**src/hdl/gcn_consts.svh**
```systemverilog
// Register offsets, reset values and field sizes for the port block.
// Assumes inclusion by bare name from the package; design modules use its macros without including it.
`ifndef GCN_CONSTS_SVH
`define GCN_CONSTS_SVH

// ==========================================================
// Register word offsets
`define GCN_OFS_DIR       8'h00
`define GCN_OFS_PIN       8'h01
`define GCN_OFS_LAT       8'h02
`define GCN_OFS_ODC       8'h03
`define GCN_OFS_ANA       8'h04
`define GCN_OFS_CNEN_LO   8'h05
`define GCN_OFS_CNEN_HI   8'h06
`define GCN_OFS_CNPU_LO   8'h07
`define GCN_OFS_CNPU_HI   8'h08
`define GCN_OFS_CN_STAT   8'h09
`define GCN_OFS_LOCK      8'h0a
`define GCN_OFS_MAP_BASE  8'h10

// ==========================================================
// Reset values
`define GCN_DIR_RST       16'hffff
`define GCN_ANA_RST       16'h0000
`define GCN_SEL_RST       5'h1f
`define GCN_LOCK_RST      1'h0

// ==========================================================
// Field sizes
`define GCN_SEL_W         5
`define GCN_CN_LO_W       16

`endif

```
**src/hdl/gcn_pkg.sv**
```systemverilog
// Types shared by the port block modules.
// Assumes gcn_consts.svh is on the include path.
package gcn_pkg;
`include "gcn_consts.svh"

    // ======================================================
    // Register bus access kind
    typedef enum logic [2:0] {
        GCN_ACC_IDLE  = 3'b001,
        GCN_ACC_READ  = 3'b010,
        GCN_ACC_WRITE = 3'b100
    } gcn_acc_t;

endpackage

```
**src/hdl/gcn_cn_detect.sv**
```systemverilog
// Change-notification detector for one group of pins.
// Assumes inputs already synchronous to core_clk.
`timescale 1ns/1ps
module gcn_cn_detect #(
    parameter int W = 21
) (
    // Clock and reset
    input  wire logic         core_clk,
    input  wire logic         rst_n,
    // Pins and control
    input  wire logic [W-1:0] pin_lvl,
    input  wire logic [W-1:0] enable,
    input  wire logic [W-1:0] clr_mask,
    input  wire logic         clr_stb,
    // Status
    output logic      [W-1:0] pending_q
);
    logic [W-1:0] last_q;
    logic [W-1:0] diff;

    assign diff = (pin_lvl ^ last_q) & enable;

    // ======================================================
    // Last sampled value
    always_ff @(posedge core_clk) begin
        if (!rst_n) begin
            last_q <= '0;
        end else begin
            last_q <= pin_lvl;
        end
    end

    // ======================================================
    // Sticky flags; a new change wins over a clear
    always_ff @(posedge core_clk) begin
        if (!rst_n) begin
            pending_q <= '0;
        end else if (clr_stb) begin
            pending_q <= (pending_q & ~clr_mask) | diff;
        end else begin
            pending_q <= pending_q | diff;
        end
    end
endmodule // gcn_cn_detect

```
**src/hdl/gcn_port.sv**
```systemverilog
// One GPIO bank with pin sharing, change notify and input remapping.
// Assumes synchronous pins and a simple register port at core_clk.
`timescale 1ns/1ps
module gcn_port
    import gcn_pkg::*;
#(
    parameter int           NPIN    = 16,
    parameter logic [15:0]  IMPL    = 16'hffff,
    parameter logic [15:0]  ANA_CAP = 16'h00ff,
    parameter int           NCN     = 21,
    parameter int           NRP     = 26,
    parameter int           NMAP    = 22
) (
    // Clock and reset
    input  wire logic                 core_clk,
    input  wire logic                 rst_n,
    // Register port
    input  wire logic [7:0]           reg_addr,
    input  wire logic [15:0]          reg_wdata,
    input  wire logic                 reg_wr,
    input  wire logic                 reg_rd,
    output logic      [15:0]          reg_rdata,
    // Pins
    input  wire logic [NPIN-1:0]      pin_in,
    output logic      [NPIN-1:0]      pin_out,
    output logic      [NPIN-1:0]      pin_oe,
    output logic      [NPIN-1:0]      pin_pullup,
    // Peripheral sharing
    input  wire logic [NPIN-1:0]      periph_en,
    input  wire logic [NPIN-1:0]      periph_drive,
    input  wire logic [NPIN-1:0]      periph_out,
    output logic      [NPIN-1:0]      periph_in,
    // Change notify sources and request
    input  wire logic [NCN-1:0]       cn_pin,
    output logic                      cn_irq,
    // Remappable pins and mapped peripheral inputs
    input  wire logic [NRP-1:0]       rp_pin,
    output logic      [NMAP-1:0]      map_in
);
    localparam int SW = `GCN_SEL_W;

    logic [15:0]       dir_q;
    logic [15:0]       lat_q;
    logic [15:0]       odc_q;
    logic [15:0]       ana_q;
    logic [NCN-1:0]    cnen_q;
    logic [NCN-1:0]    cnpu_q;
    logic              lock_q;
    logic [SW-1:0]     sel_q [NMAP];
    logic [NCN-1:0]    cn_pend;
    logic [NCN-1:0]    clr_mask;
    logic              clr_stb;
    logic [15:0]       pin_rd;
    logic [15:0]       rd_d;
    logic [NPIN-1:0]   own;
    logic [NPIN-1:0]   out_d;
    logic [NPIN-1:0]   oe_d;
    gcn_acc_t          acc;
    logic [15:0]       wmask;
    logic [2*16-1:0]   cn_ext;
    logic [2*16-1:0]   cn_wide;

    assign acc = reg_wr ? GCN_ACC_WRITE :
                 reg_rd ? GCN_ACC_READ : GCN_ACC_IDLE;
    assign wmask = IMPL;

    // ======================================================
    // Direction, latch, open drain, analog config
    always_ff @(posedge core_clk) begin
        if (!rst_n) begin
            dir_q <= `GCN_DIR_RST & IMPL;
        end else if (acc == GCN_ACC_WRITE &&
                     reg_addr == `GCN_OFS_DIR) begin
            dir_q <= reg_wdata & wmask;
        end
    end

    always_ff @(posedge core_clk) begin
        if (!rst_n) begin
            lat_q <= '0;
        end else if (acc == GCN_ACC_WRITE &&
                     (reg_addr == `GCN_OFS_LAT ||
                      reg_addr == `GCN_OFS_PIN)) begin
            lat_q <= reg_wdata & wmask;
        end
    end

    always_ff @(posedge core_clk) begin
        if (!rst_n) begin
            odc_q <= '0;
        end else if (acc == GCN_ACC_WRITE &&
                     reg_addr == `GCN_OFS_ODC) begin
            odc_q <= reg_wdata & wmask;
        end
    end

    always_ff @(posedge core_clk) begin
        if (!rst_n) begin
            ana_q <= `GCN_ANA_RST;
        end else if (acc == GCN_ACC_WRITE &&
                     reg_addr == `GCN_OFS_ANA) begin
            ana_q <= reg_wdata & ANA_CAP;
        end
    end

    // ======================================================
    // Change-notify enables and pull-ups, split low/high words
    assign cn_ext = {{(32-NCN){1'b0}}, cnen_q};
    assign cn_wide = {{(32-NCN){1'b0}}, cnpu_q};

    always_ff @(posedge core_clk) begin
        if (!rst_n) begin
            cnen_q <= '0;
        end else if (acc == GCN_ACC_WRITE &&
                     reg_addr == `GCN_OFS_CNEN_LO) begin
            cnen_q[15:0] <= reg_wdata;
        end else if (acc == GCN_ACC_WRITE &&
                     reg_addr == `GCN_OFS_CNEN_HI) begin
            cnen_q[NCN-1:16] <= reg_wdata[NCN-17:0];
        end
    end

    always_ff @(posedge core_clk) begin
        if (!rst_n) begin
            cnpu_q <= '0;
        end else if (acc == GCN_ACC_WRITE &&
                     reg_addr == `GCN_OFS_CNPU_LO) begin
            cnpu_q[15:0] <= reg_wdata;
        end else if (acc == GCN_ACC_WRITE &&
                     reg_addr == `GCN_OFS_CNPU_HI) begin
            cnpu_q[NCN-1:16] <= reg_wdata[NCN-17:0];
        end
    end

    // ======================================================
    // Map lock and input select fields
    always_ff @(posedge core_clk) begin
        if (!rst_n) begin
            lock_q <= `GCN_LOCK_RST;
        end else if (acc == GCN_ACC_WRITE &&
                     reg_addr == `GCN_OFS_LOCK) begin
            lock_q <= reg_wdata[0];
        end
    end

    // Input selects are kept apart from any output map
    always_ff @(posedge core_clk) begin
        if (!rst_n) begin
            for (int i = 0; i < NMAP; i++) begin
                sel_q[i] <= `GCN_SEL_RST;
            end
        end else if (acc == GCN_ACC_WRITE && !lock_q) begin
            for (int i = 0; i < NMAP; i++) begin
                if (reg_addr == `GCN_OFS_MAP_BASE + 8'(i)) begin
                    sel_q[i] <= reg_wdata[SW-1:0];
                end
            end
        end
    end

    // ======================================================
    // Change detection; write one to clear pending bits 15:0; bits 20:16 cannot be cleared
    assign clr_stb = (acc == GCN_ACC_WRITE) &&
                     (reg_addr == `GCN_OFS_CN_STAT);
    assign clr_mask = {{(NCN-16){1'b0}}, reg_wdata};

    // Pure sampling, no prescaler, so any change on an enabled pin is caught
    gcn_cn_detect #(
        .W         (NCN)
    ) u_cn (
        .core_clk  (core_clk),
        .rst_n     (rst_n),
        .pin_lvl   (cn_pin),
        .enable    (cnen_q),
        .clr_mask  (clr_mask),
        .clr_stb   (clr_stb),
        .pending_q (cn_pend)
    );

    always_ff @(posedge core_clk) begin
        if (!rst_n) begin
            cn_irq <= 1'b0;
        end else begin
            cn_irq <= |(cn_pend & cnen_q);
        end
    end

    // ======================================================
    // Pin ownership and drive
    always_comb begin
        own = periph_en & periph_drive;
        for (int i = 0; i < NPIN; i++) begin
            if (own[i]) begin
                out_d[i] = periph_out[i];
                oe_d[i] = 1'b1;
            end else if (odc_q[i]) begin
                out_d[i] = 1'b0;
                oe_d[i] = IMPL[i] & ~dir_q[i] & ~lat_q[i];
            end else begin
                out_d[i] = lat_q[i];
                oe_d[i] = IMPL[i] & ~dir_q[i];
            end
        end
    end

    always_ff @(posedge core_clk) begin
        if (!rst_n) begin
            pin_out <= '0;
            pin_oe <= '0;
            pin_pullup <= '0;
        end else begin
            pin_out <= out_d;
            pin_oe <= oe_d;
            pin_pullup <= cnpu_q[NPIN-1:0];
        end
    end

    // Peripheral sees only the pad, never the latch: no loop through
    always_ff @(posedge core_clk) begin
        if (!rst_n) begin
            periph_in <= '0;
        end else begin
            periph_in <= pin_in & ~(IMPL & ~dir_q & ~own);
        end
    end

    // Mapping taps the pad level; direction still decides the driver
    always_ff @(posedge core_clk) begin
        if (!rst_n) begin
            map_in <= '0;
        end else begin
            for (int i = 0; i < NMAP; i++) begin
                if (32'(sel_q[i]) < NRP) begin
                    map_in[i] <= rp_pin[sel_q[i]];
                end else begin
                    map_in[i] <= 1'b0;
                end
            end
        end
    end

    // ======================================================
    // Read path, data one cycle after the strobe
    // Config bit one is digital; analog-mode pins read low
    assign pin_rd = pin_in & IMPL & ana_q & ANA_CAP |
                    pin_in & IMPL & ~ANA_CAP;

    always_comb begin
        rd_d = '0;
        case (reg_addr)
            `GCN_OFS_DIR:     rd_d = dir_q & IMPL;
            `GCN_OFS_PIN:     rd_d = pin_rd;
            `GCN_OFS_LAT:     rd_d = lat_q & IMPL;
            `GCN_OFS_ODC:     rd_d = odc_q;
            `GCN_OFS_ANA:     rd_d = ana_q;
            `GCN_OFS_CNEN_LO: rd_d = cn_ext[15:0];
            `GCN_OFS_CNEN_HI: rd_d = cn_ext[31:16];
            `GCN_OFS_CNPU_LO: rd_d = cn_wide[15:0];
            `GCN_OFS_CNPU_HI: rd_d = cn_wide[31:16];
            `GCN_OFS_CN_STAT: rd_d = cn_pend[15:0];
            `GCN_OFS_LOCK:    rd_d = {15'h0000, lock_q};
            default: begin
                for (int i = 0; i < NMAP; i++) begin
                    if (reg_addr == `GCN_OFS_MAP_BASE + 8'(i)) begin
                        rd_d = {11'h000, sel_q[i]};
                    end
                end
            end
        endcase
    end

    always_ff @(posedge core_clk) begin
        if (!rst_n) begin
            reg_rdata <= '0;
        end else if (acc == GCN_ACC_READ) begin
            reg_rdata <= rd_d;
        end else begin
            reg_rdata <= '0;
        end
    end
endmodule // gcn_port

```
**config.mk**
```make
export PLATFORM = sky130hd
export DESIGN_NAME = gcn_port
export DESIGN_NICKNAME = d
export VERILOG_FILES = /design/src/hdl/gcn_pkg.sv /design/src/hdl/gcn_cn_detect.sv /design/src/hdl/gcn_port.sv
export VERILOG_INCLUDE_DIRS = /design/src /design/src/hdl
export SDC_FILE = /design/constraint.sdc
export NUM_CORES = 1
export LEC_CHECK = 0
export ABC_AREA = 1
export BUFFER_PORTS_ARGS = -buffer_cell sky130_fd_sc_hd__buf_2
export CAP_MARGIN = 40
export CORE_UTILIZATION = 25
export CTS_CLUSTER_DIAMETER = 50
export CTS_CLUSTER_SIZE = 20
export DETAILED_ROUTE_END_ITERATION = 7
export PLACE_DENSITY = 0.52
export SLEW_MARGIN = 20
export SYNTH_ARGS = -nofsm -noshare
export SYNTH_HDL_FRONTEND = slang
export SYNTH_SLANG_ARGS = --single-unit
export TNS_END_PERCENT = 100
```
**constraint.sdc**
```tcl
create_clock -name core_clk -period 4.82 [get_ports core_clk]
set_input_delay 0.482 -clock core_clk [delete_from_list [all_inputs] [get_ports core_clk]]
set_output_delay 0.482 -clock core_clk [all_outputs]
set_load 0.02 [all_outputs]
```
==> impl_metrics.csv, run 1 <==
group,metric,value,unit
drt,dr.pass1.iters,6,
synthesis,ys_ff_latch,354,
clock_tree,tritoncts,"yes",
grt,grt_pass1_wl,123000,um
die,fp.dieH,278,um
synthesis,ys_types,45,
power_and_ir_drop,finalPower,8060,uW
sta,worst_pin_slew,0.970,ns
placed_design,gp_congestion,0.971,
critical_path,cp.arrival,3.22,ns
drt,vias_per_cell,5.31,
power_and_ir_drop,ir_worst_vdd,268,uV
die,core_area,74900,um2
synthesis,ys_seq_area_frac,0.430,
clock_tree,numCtsBuffers,54,
critical_path,cp_top_family,"buffers and inverters",
layout,layout-drive-gt1-share,0.134,
layout,layout_common_cells,"o21ai_0 (466), nand2_1 (436), a21oi_1 (417)",
sta,fin_crit,2.71,ns
synthesis,synthFlopType,"dfxtp_1",
job,cap_violations,0,
placed_design,dp_slack,1.50,ns
sta,setup_violations,0,
sta,fmax,369,MHz
synthesis,syn_inst,2665,
layout,final_common_cell,"o21ai_0",
layout,nets,2976,
outcome,status,"finished clean",
die,num_io_pins,242,
grt,antenna_found_initial,7,
critical_path,cp_cell_sequence,"buf_2 -> inv_1 -> nand2_2 -> nor3_4 -> inv_4 -> nor2_1 -> buf_4 -> inv_1 -> nor2_1 -> inv_1 -> o21ai_0 -> a21oi_1",
worst_hold_path,worstHoldPathType,"input port to flip-flop",
layout,fill_cells,8095,
clock_tree,cts_buffer_depth,3,
worst_hold_path,hold_depth,3,
sta,slew_headroom,0.349,
worst_hold_path,hp-start,"cn_pin[0]",
sta,setup_slack,2.11,ns
critical_path,critical_path_peak_fanout,20,
die,die_area,77300,um2
placed_design,io_buffers,241,
clock_tree,clock-root-buffer,"clkbuf_16",
drt,drc,0,
worst_hold_path,whs_endpoint,"u_cn.last_q[0]",
critical_path,worstSetupEndpointType,"flip-flop",
clock_tree,cts_resized,0,
sta,hold_violations,0,
sta,totalNegativeSetupSlack,0,ns
synthesis,post_synth.cell_area_avg,7.15,um2
grt,grt_max_degree,141,
sta,maxSlewViolCount,0,
synthesis,yosys_warnings,0,
drt,num_vias,20500,
drt,wl_per_cell,22.3,um
drt,drtIter0Drc,2891,
synthesis,async_reset_ff_frac,0,
critical_path,cp_common_cell,"inv_1",
critical_path,rrSetupSlack,2.18,ns
critical_path,r2r-start,"sel_q[2][25]",
sta,period_share,0.562,
drt,wirelength,85900,um
synthesis,synth_nets,2804,
critical_path,critPathMaxStageDelay,0.60,ns
clock_tree,clock_latency,0.66,ns
die,start_util,0.254,
critical_path,reg2reg_to,"map_in[21]",
power_and_ir_drop,leakage,0.00928,uW
grt,grt_pass1_vias,18200,
grt,grt_util_all_layers,0.213,
critical_path,reg2regPathDepth,8,
placed_design,dp_hpwl,59200,um
critical_path,worstPathRequired,5.33,ns
power_and_ir_drop,p_per_area,348,nW/um2
synthesis,synth_area,19000,um2
sta,finalClockSkew,0.0649,ns
die,chipWidth,278,um
grt,gr-total-overflow,0,
drt,ant_nets,0,
sta,rsz0062_at_grt,"false",
critical_path,slowest_stage,"nor2_1",
clock_tree,clk_pin_slew_worst_paths,0.08,ns
clock_tree,htree_levels,2,
clock_tree,clock-sinks,354,
die,rows,100,
critical_path,start_kind,"input port",
synthesis,synth_edf_count,110,
layout,area_delta_synth_final,21.7,%
critical_path,critical_path_buf_inv_count,6,
layout,finish.utilization,0.309,
critical_path,critPathKind,"input port to flip-flop",
==> synth_stat cells, types with 3 or more instances <==
library cell,number,area (um2)
edfxtp_1,110,3300
o21ai_0,466,2330
clkbuf_1,146,548
a2111oi_0,4,35.0
nand3_1,117,586
nor2_1,165,619
nor4_1,3,18.8
buf_2,7,35.0
o2111ai_1,5,43.8
o21ai_1,5,25.0
inv_2,4,15.0
dfxtp_1,244,4880
o22ai_1,14,87.6
nand2_1,436,1640
nor3_1,10,50.1
nand4_1,33,206
clkinv_1,6,22.5
a31oi_1,9,56.3
a21oi_1,417,2090
buf_1,3,11.3
o211ai_1,41,308
a311oi_1,30,263
a221oi_1,24,210
inv_1,301,1130
buf_4,3,22.5
o21a_1,6,45.0
nor2_2,5,31.3
a211oi_1,27,203
==> worst max path at each step <==
stage	startpoint	endpoint	slack, ns	depth (start not counted)
floorplan	reg_addr[7]	sel_q[1][35]	2.76	7
global placement	reg_addr[6]	odc_q[15]	1.55	12
detailed placement	reg_addr[7]	odc_q[8]	1.50	12
CTS	reg_addr[7]	odc_q[12]	2.19	12
global route	reg_addr[7]	odc_q[6]	1.85	12
finish	reg_addr[6]	odc_q[12]	2.11	12
==> power by group <==
part / switching [uW] / leakage, uW / internal [uW]
combinational: 491 / 0.00553 / 173
clock: 1780 / 0.000957 / 2450
sequential: 52.3 / 0.00280 / 3120
==> routing by layer <==
metal | global-route usage | up-vias | wire [um]
met5 | 0 | - | 46
met4 | 0.0676 | 8 | 2460
met3 | 0.0411 | 159 | 9010
met2 | 0.322 | 1141 | 36800
met1 | 0.303 | 9565 | 37600
li1 | - | 9605 | -
==> sequential cells by signal, summed over array words and instances (netlist names), 16 cells and up <==
signal and cells:
lat_q 16, u_cn.pending_q 21, pin_out 16, pin_oe 16
odc_q 16, periph_in 16, cnpu_q 21, map_in 22
dir_q 16, pin_pullup 16, u_cn.last_q 21, reg_rdata 16
cnen_q 21, sel_q 110
==> cells by family after synthesis <==
logic type,count (synthesis),share of synthesized area
AND/OR/NAND/NOR,778,0.171
flip-flops,354,0.430
buffers and inverters,471,0.0940
XOR/XNOR,1,0.000460
AO/OA/AOI/OAI,1061,0.305
==> per-stage QoR <==
step | cell area (um2) | hold WS (ns) | instances
after floorplan | 19000 | 0.407 | 2665
after detailed placement | 21100 | 0.426 | 3742
after CTS | 23200 | 0.00180 | 3850
final | 23200 | 0.0317 | 3854
after global routing | 23200 | 0.0375 | 3852
after global placement | 21000 | 0.427 | 3735
==> final cells by class <==
cell class / instances / area [um2] / share of cell area
Clock inverter: 42 / 579 / 0.0250
Clock buffer: 60 / 1410 / 0.0606
Multi-Input combinational cell: 1840 / 9070 / 0.391
Inverter: 312 / 1170 / 0.0507
Timing Repair Buffer: 275 / 1550 / 0.0669
Antenna cell: 2 / 5.00 / 0.000216
Sequential cell: 354 / 8190 / 0.353
Tap cell: 969 / 1210 / 0.0523
==> timing repair <==
action	in CTS	in global routing
hold buffers	6	0
endpoints found under the hold margin	6	0
setup buffers	0	0
endpoints found under the setup margin	0	0
==> worst register-to-register path: cells and delay by family (launching register included) <==
kind | cells | cell delay [ns]
AOI/OAI and AO/OA | 7 | 1.44
DFF | 1 | 0.69
buffers and inverters | 1 | 0.30
Power figures use the tool's default switching activity.
==> run 2: changes to the inputs <==
clock period = 2.8 ns   (was 4.82 ns; I/O delays follow)
==> impl_metrics.csv, run 2 (synthesis results as in run 1) <==
group,metric,value,unit
die,start_util,0.254,
grt,gr-total-overflow,0,
critical_path,start_kind,"flip-flop",
critical_path,critPathKind,"flip-flop to flip-flop",
die,chipWidth,278,um
clock_tree,clock_latency,0.62,ns
die,num_io_pins,242,
placed_design,io_buffers,241,
critical_path,worstPathRequired,3.31,ns
clock_tree,tritoncts,"yes",
sta,setup_slack,0.511,ns
sta,maxSlewViolCount,0,
sta,period_share,0.818,
power_and_ir_drop,sequentialPowerShare,0.422,
grt,grt_pass1_vias,19200,
power_and_ir_drop,p_switching,3740,uW
grt,grt_util_all_layers,0.215,
layout,layout_common_cells,"o21ai_0 (466), nand2_1 (436), a21oi_1 (417)",
power_and_ir_drop,p_comb_frac,0.098,
layout,top_regs,"sel_q: 110 flops, map_in: 22 flops",
layout,layout-drive-gt1-share,0.144,
layout,area_delta_synth_final,26.8,%
die,die_area,77300,um2
layout,fill_cells,8006,
placed_design,dp_slack,0.377,ns
grt,antenna_found_initial,4,
clock_tree,clock-sinks,354,
sta,fin_crit,2.29,ns
clock_tree,numCtsBuffers,45,
sta,finalClockSkew,0.0477,ns
power_and_ir_drop,p_sw_frac,0.290,
die,fp.dieH,278,um
clock_tree,htree_levels,2,
layout,largest_register,"sel_q",
placed_design,dp_hpwl,61400,um
sta,worst_pin_slew,0.858,ns
drt,num_vias,20700,
power_and_ir_drop,power_frac_clock,0.479,
drt,wl_per_cell,21.6,um
layout,multi_input_area,9070,um2
drt,wirelength,85900,um
power_and_ir_drop,leakage,0.00979,uW
critical_path,worstSetupEndpointType,"flip-flop",
grt,grt_max_degree,106,
outcome,status,"finished clean",
sta,rsz0062_at_grt,"false",
sta,setup_violations,0,
clock_tree,clk_pin_slew_worst_paths,0.07,ns
drt,dr.pass1.iters,6,
critical_path,cp.arrival,2.80,ns
power_and_ir_drop,ir_worst_vdd,335,uV
sta,totalNegativeSetupSlack,0,ns
sta,fmax,437,MHz
die,core_area,74900,um2
sta,slew_headroom,0.427,
die,rows,100,
clock_tree,clock-root-buffer,"clkbuf_16",
layout,largest_reg_flops,110,
grt,grt_pass1_wl,125000,um
power_and_ir_drop,p_per_area,534,nW/um2
drt,drtIter0Drc,2269,
drt,ant_nets,0,
clock_tree,cts_buffer_depth,3,
drt,vias_per_cell,5.20,
layout,seq_area,8190,um2
layout,nets,3115,
placed_design,gp_congestion,0.979,
power_and_ir_drop,p_int,9160,uW
clock_tree,post_cts_buffers,0,
drt,drc,0,
critical_path,critical_path_peak_fanout,8,
job,cap_violations,0,
worst_hold_path,worstHoldPathType,"input port to flip-flop",
layout,final_common_cell,"o21ai_0",
sta,hold_violations,0,
==> run 2: power by group through the flow <==
| stage | registers [uW] | clock network [uW] | logic, uW |
|---|---|---|---|
| after floorplan | 5570 | 0 | 531 |
| after global placement | 5560 | 0 | 1120 |
| after detailed placement | 5550 | 0 | 1140 |
| after CTS | 5440 | 6320 | 1240 |
| after global routing | 5450 | 6530 | 1360 |
| final | 5450 | 6190 | 1270 |
==> run 2: through the flow <==
stage	hold WS, ns	instances	total power [uW]	cell area (um2)	util
after floorplan	0.373	2665	6100	19000	-
after global placement	0.421	3804	6680	21500	0.287
after detailed placement	0.425	3808	6690	21600	0.289
after CTS	0.0000843	3981	13000	24100	0.322
after global routing	0.0215	3981	13300	24100	0.322
final	0.0234	3983	12900	24100	0.322
==> run 2: final timing paths <==
kind | to | slack, ns | from | depth (start not counted)
worst min register to register | pin_pullup[15] | 0.43 | cnpu_q[15] | 2
worst min-delay path | pin_out[14] | 0.02 | periph_en[14] | 5
worst max-delay path | reg_rdata[1] | 0.51 | sel_q[0][16] | 14
worst max register to register | reg_rdata[1] | 0.51 | sel_q[0][16] | 14
==> run 2: layout make-up <==
type	instances	area share
diodes	2	0.000207
inverters	312	0.0487
clock buffers	49	0.0490
flip-flops and latches	354	0.339
multi-input cells	1840	0.375
repair buffers	423	0.119
clock inverters	34	0.0179
well taps	969	0.0502
==> run 2: per-layer routing <==
| layer | up-vias | share of wire | GRT usage |
|---|---|---|---|
| li1 | 9879 | - | - |
| met1 | 9524 | 0.43 | 0.295 |
| met2 | 1116 | 0.43 | 0.330 |
| met3 | 189 | 0.10 | 0.0489 |
| met4 | 6 | 0.031 | 0.0705 |
| met5 | - | 0.00045 | 0 |
==> run 2: worst max-delay path, cell delays in order (launching register included) <==
cell and delay, ns:
edfxtp_1 0.51, inv_1 0.30, nor2_1 0.09, nor2_1 0.16
nand4_1 0.12, nand2_1 0.09, nand3_1 0.07, nor2_1 0.11
nand3_1 0.08, nand2_1 0.09, nand4_1 0.09, nor2_1 0.15
nand4_1 0.14, nand2_1 0.14, nand2_1 0.07
==> run 2: timing repair <==
| item | 4_1_cts | 5_1_grt |
|---|---|---|
| gates resized for setup | 0 | 0 |
| hold endpoints to repair | 97 | 0 |
| hold buffers | 90 | 0 |
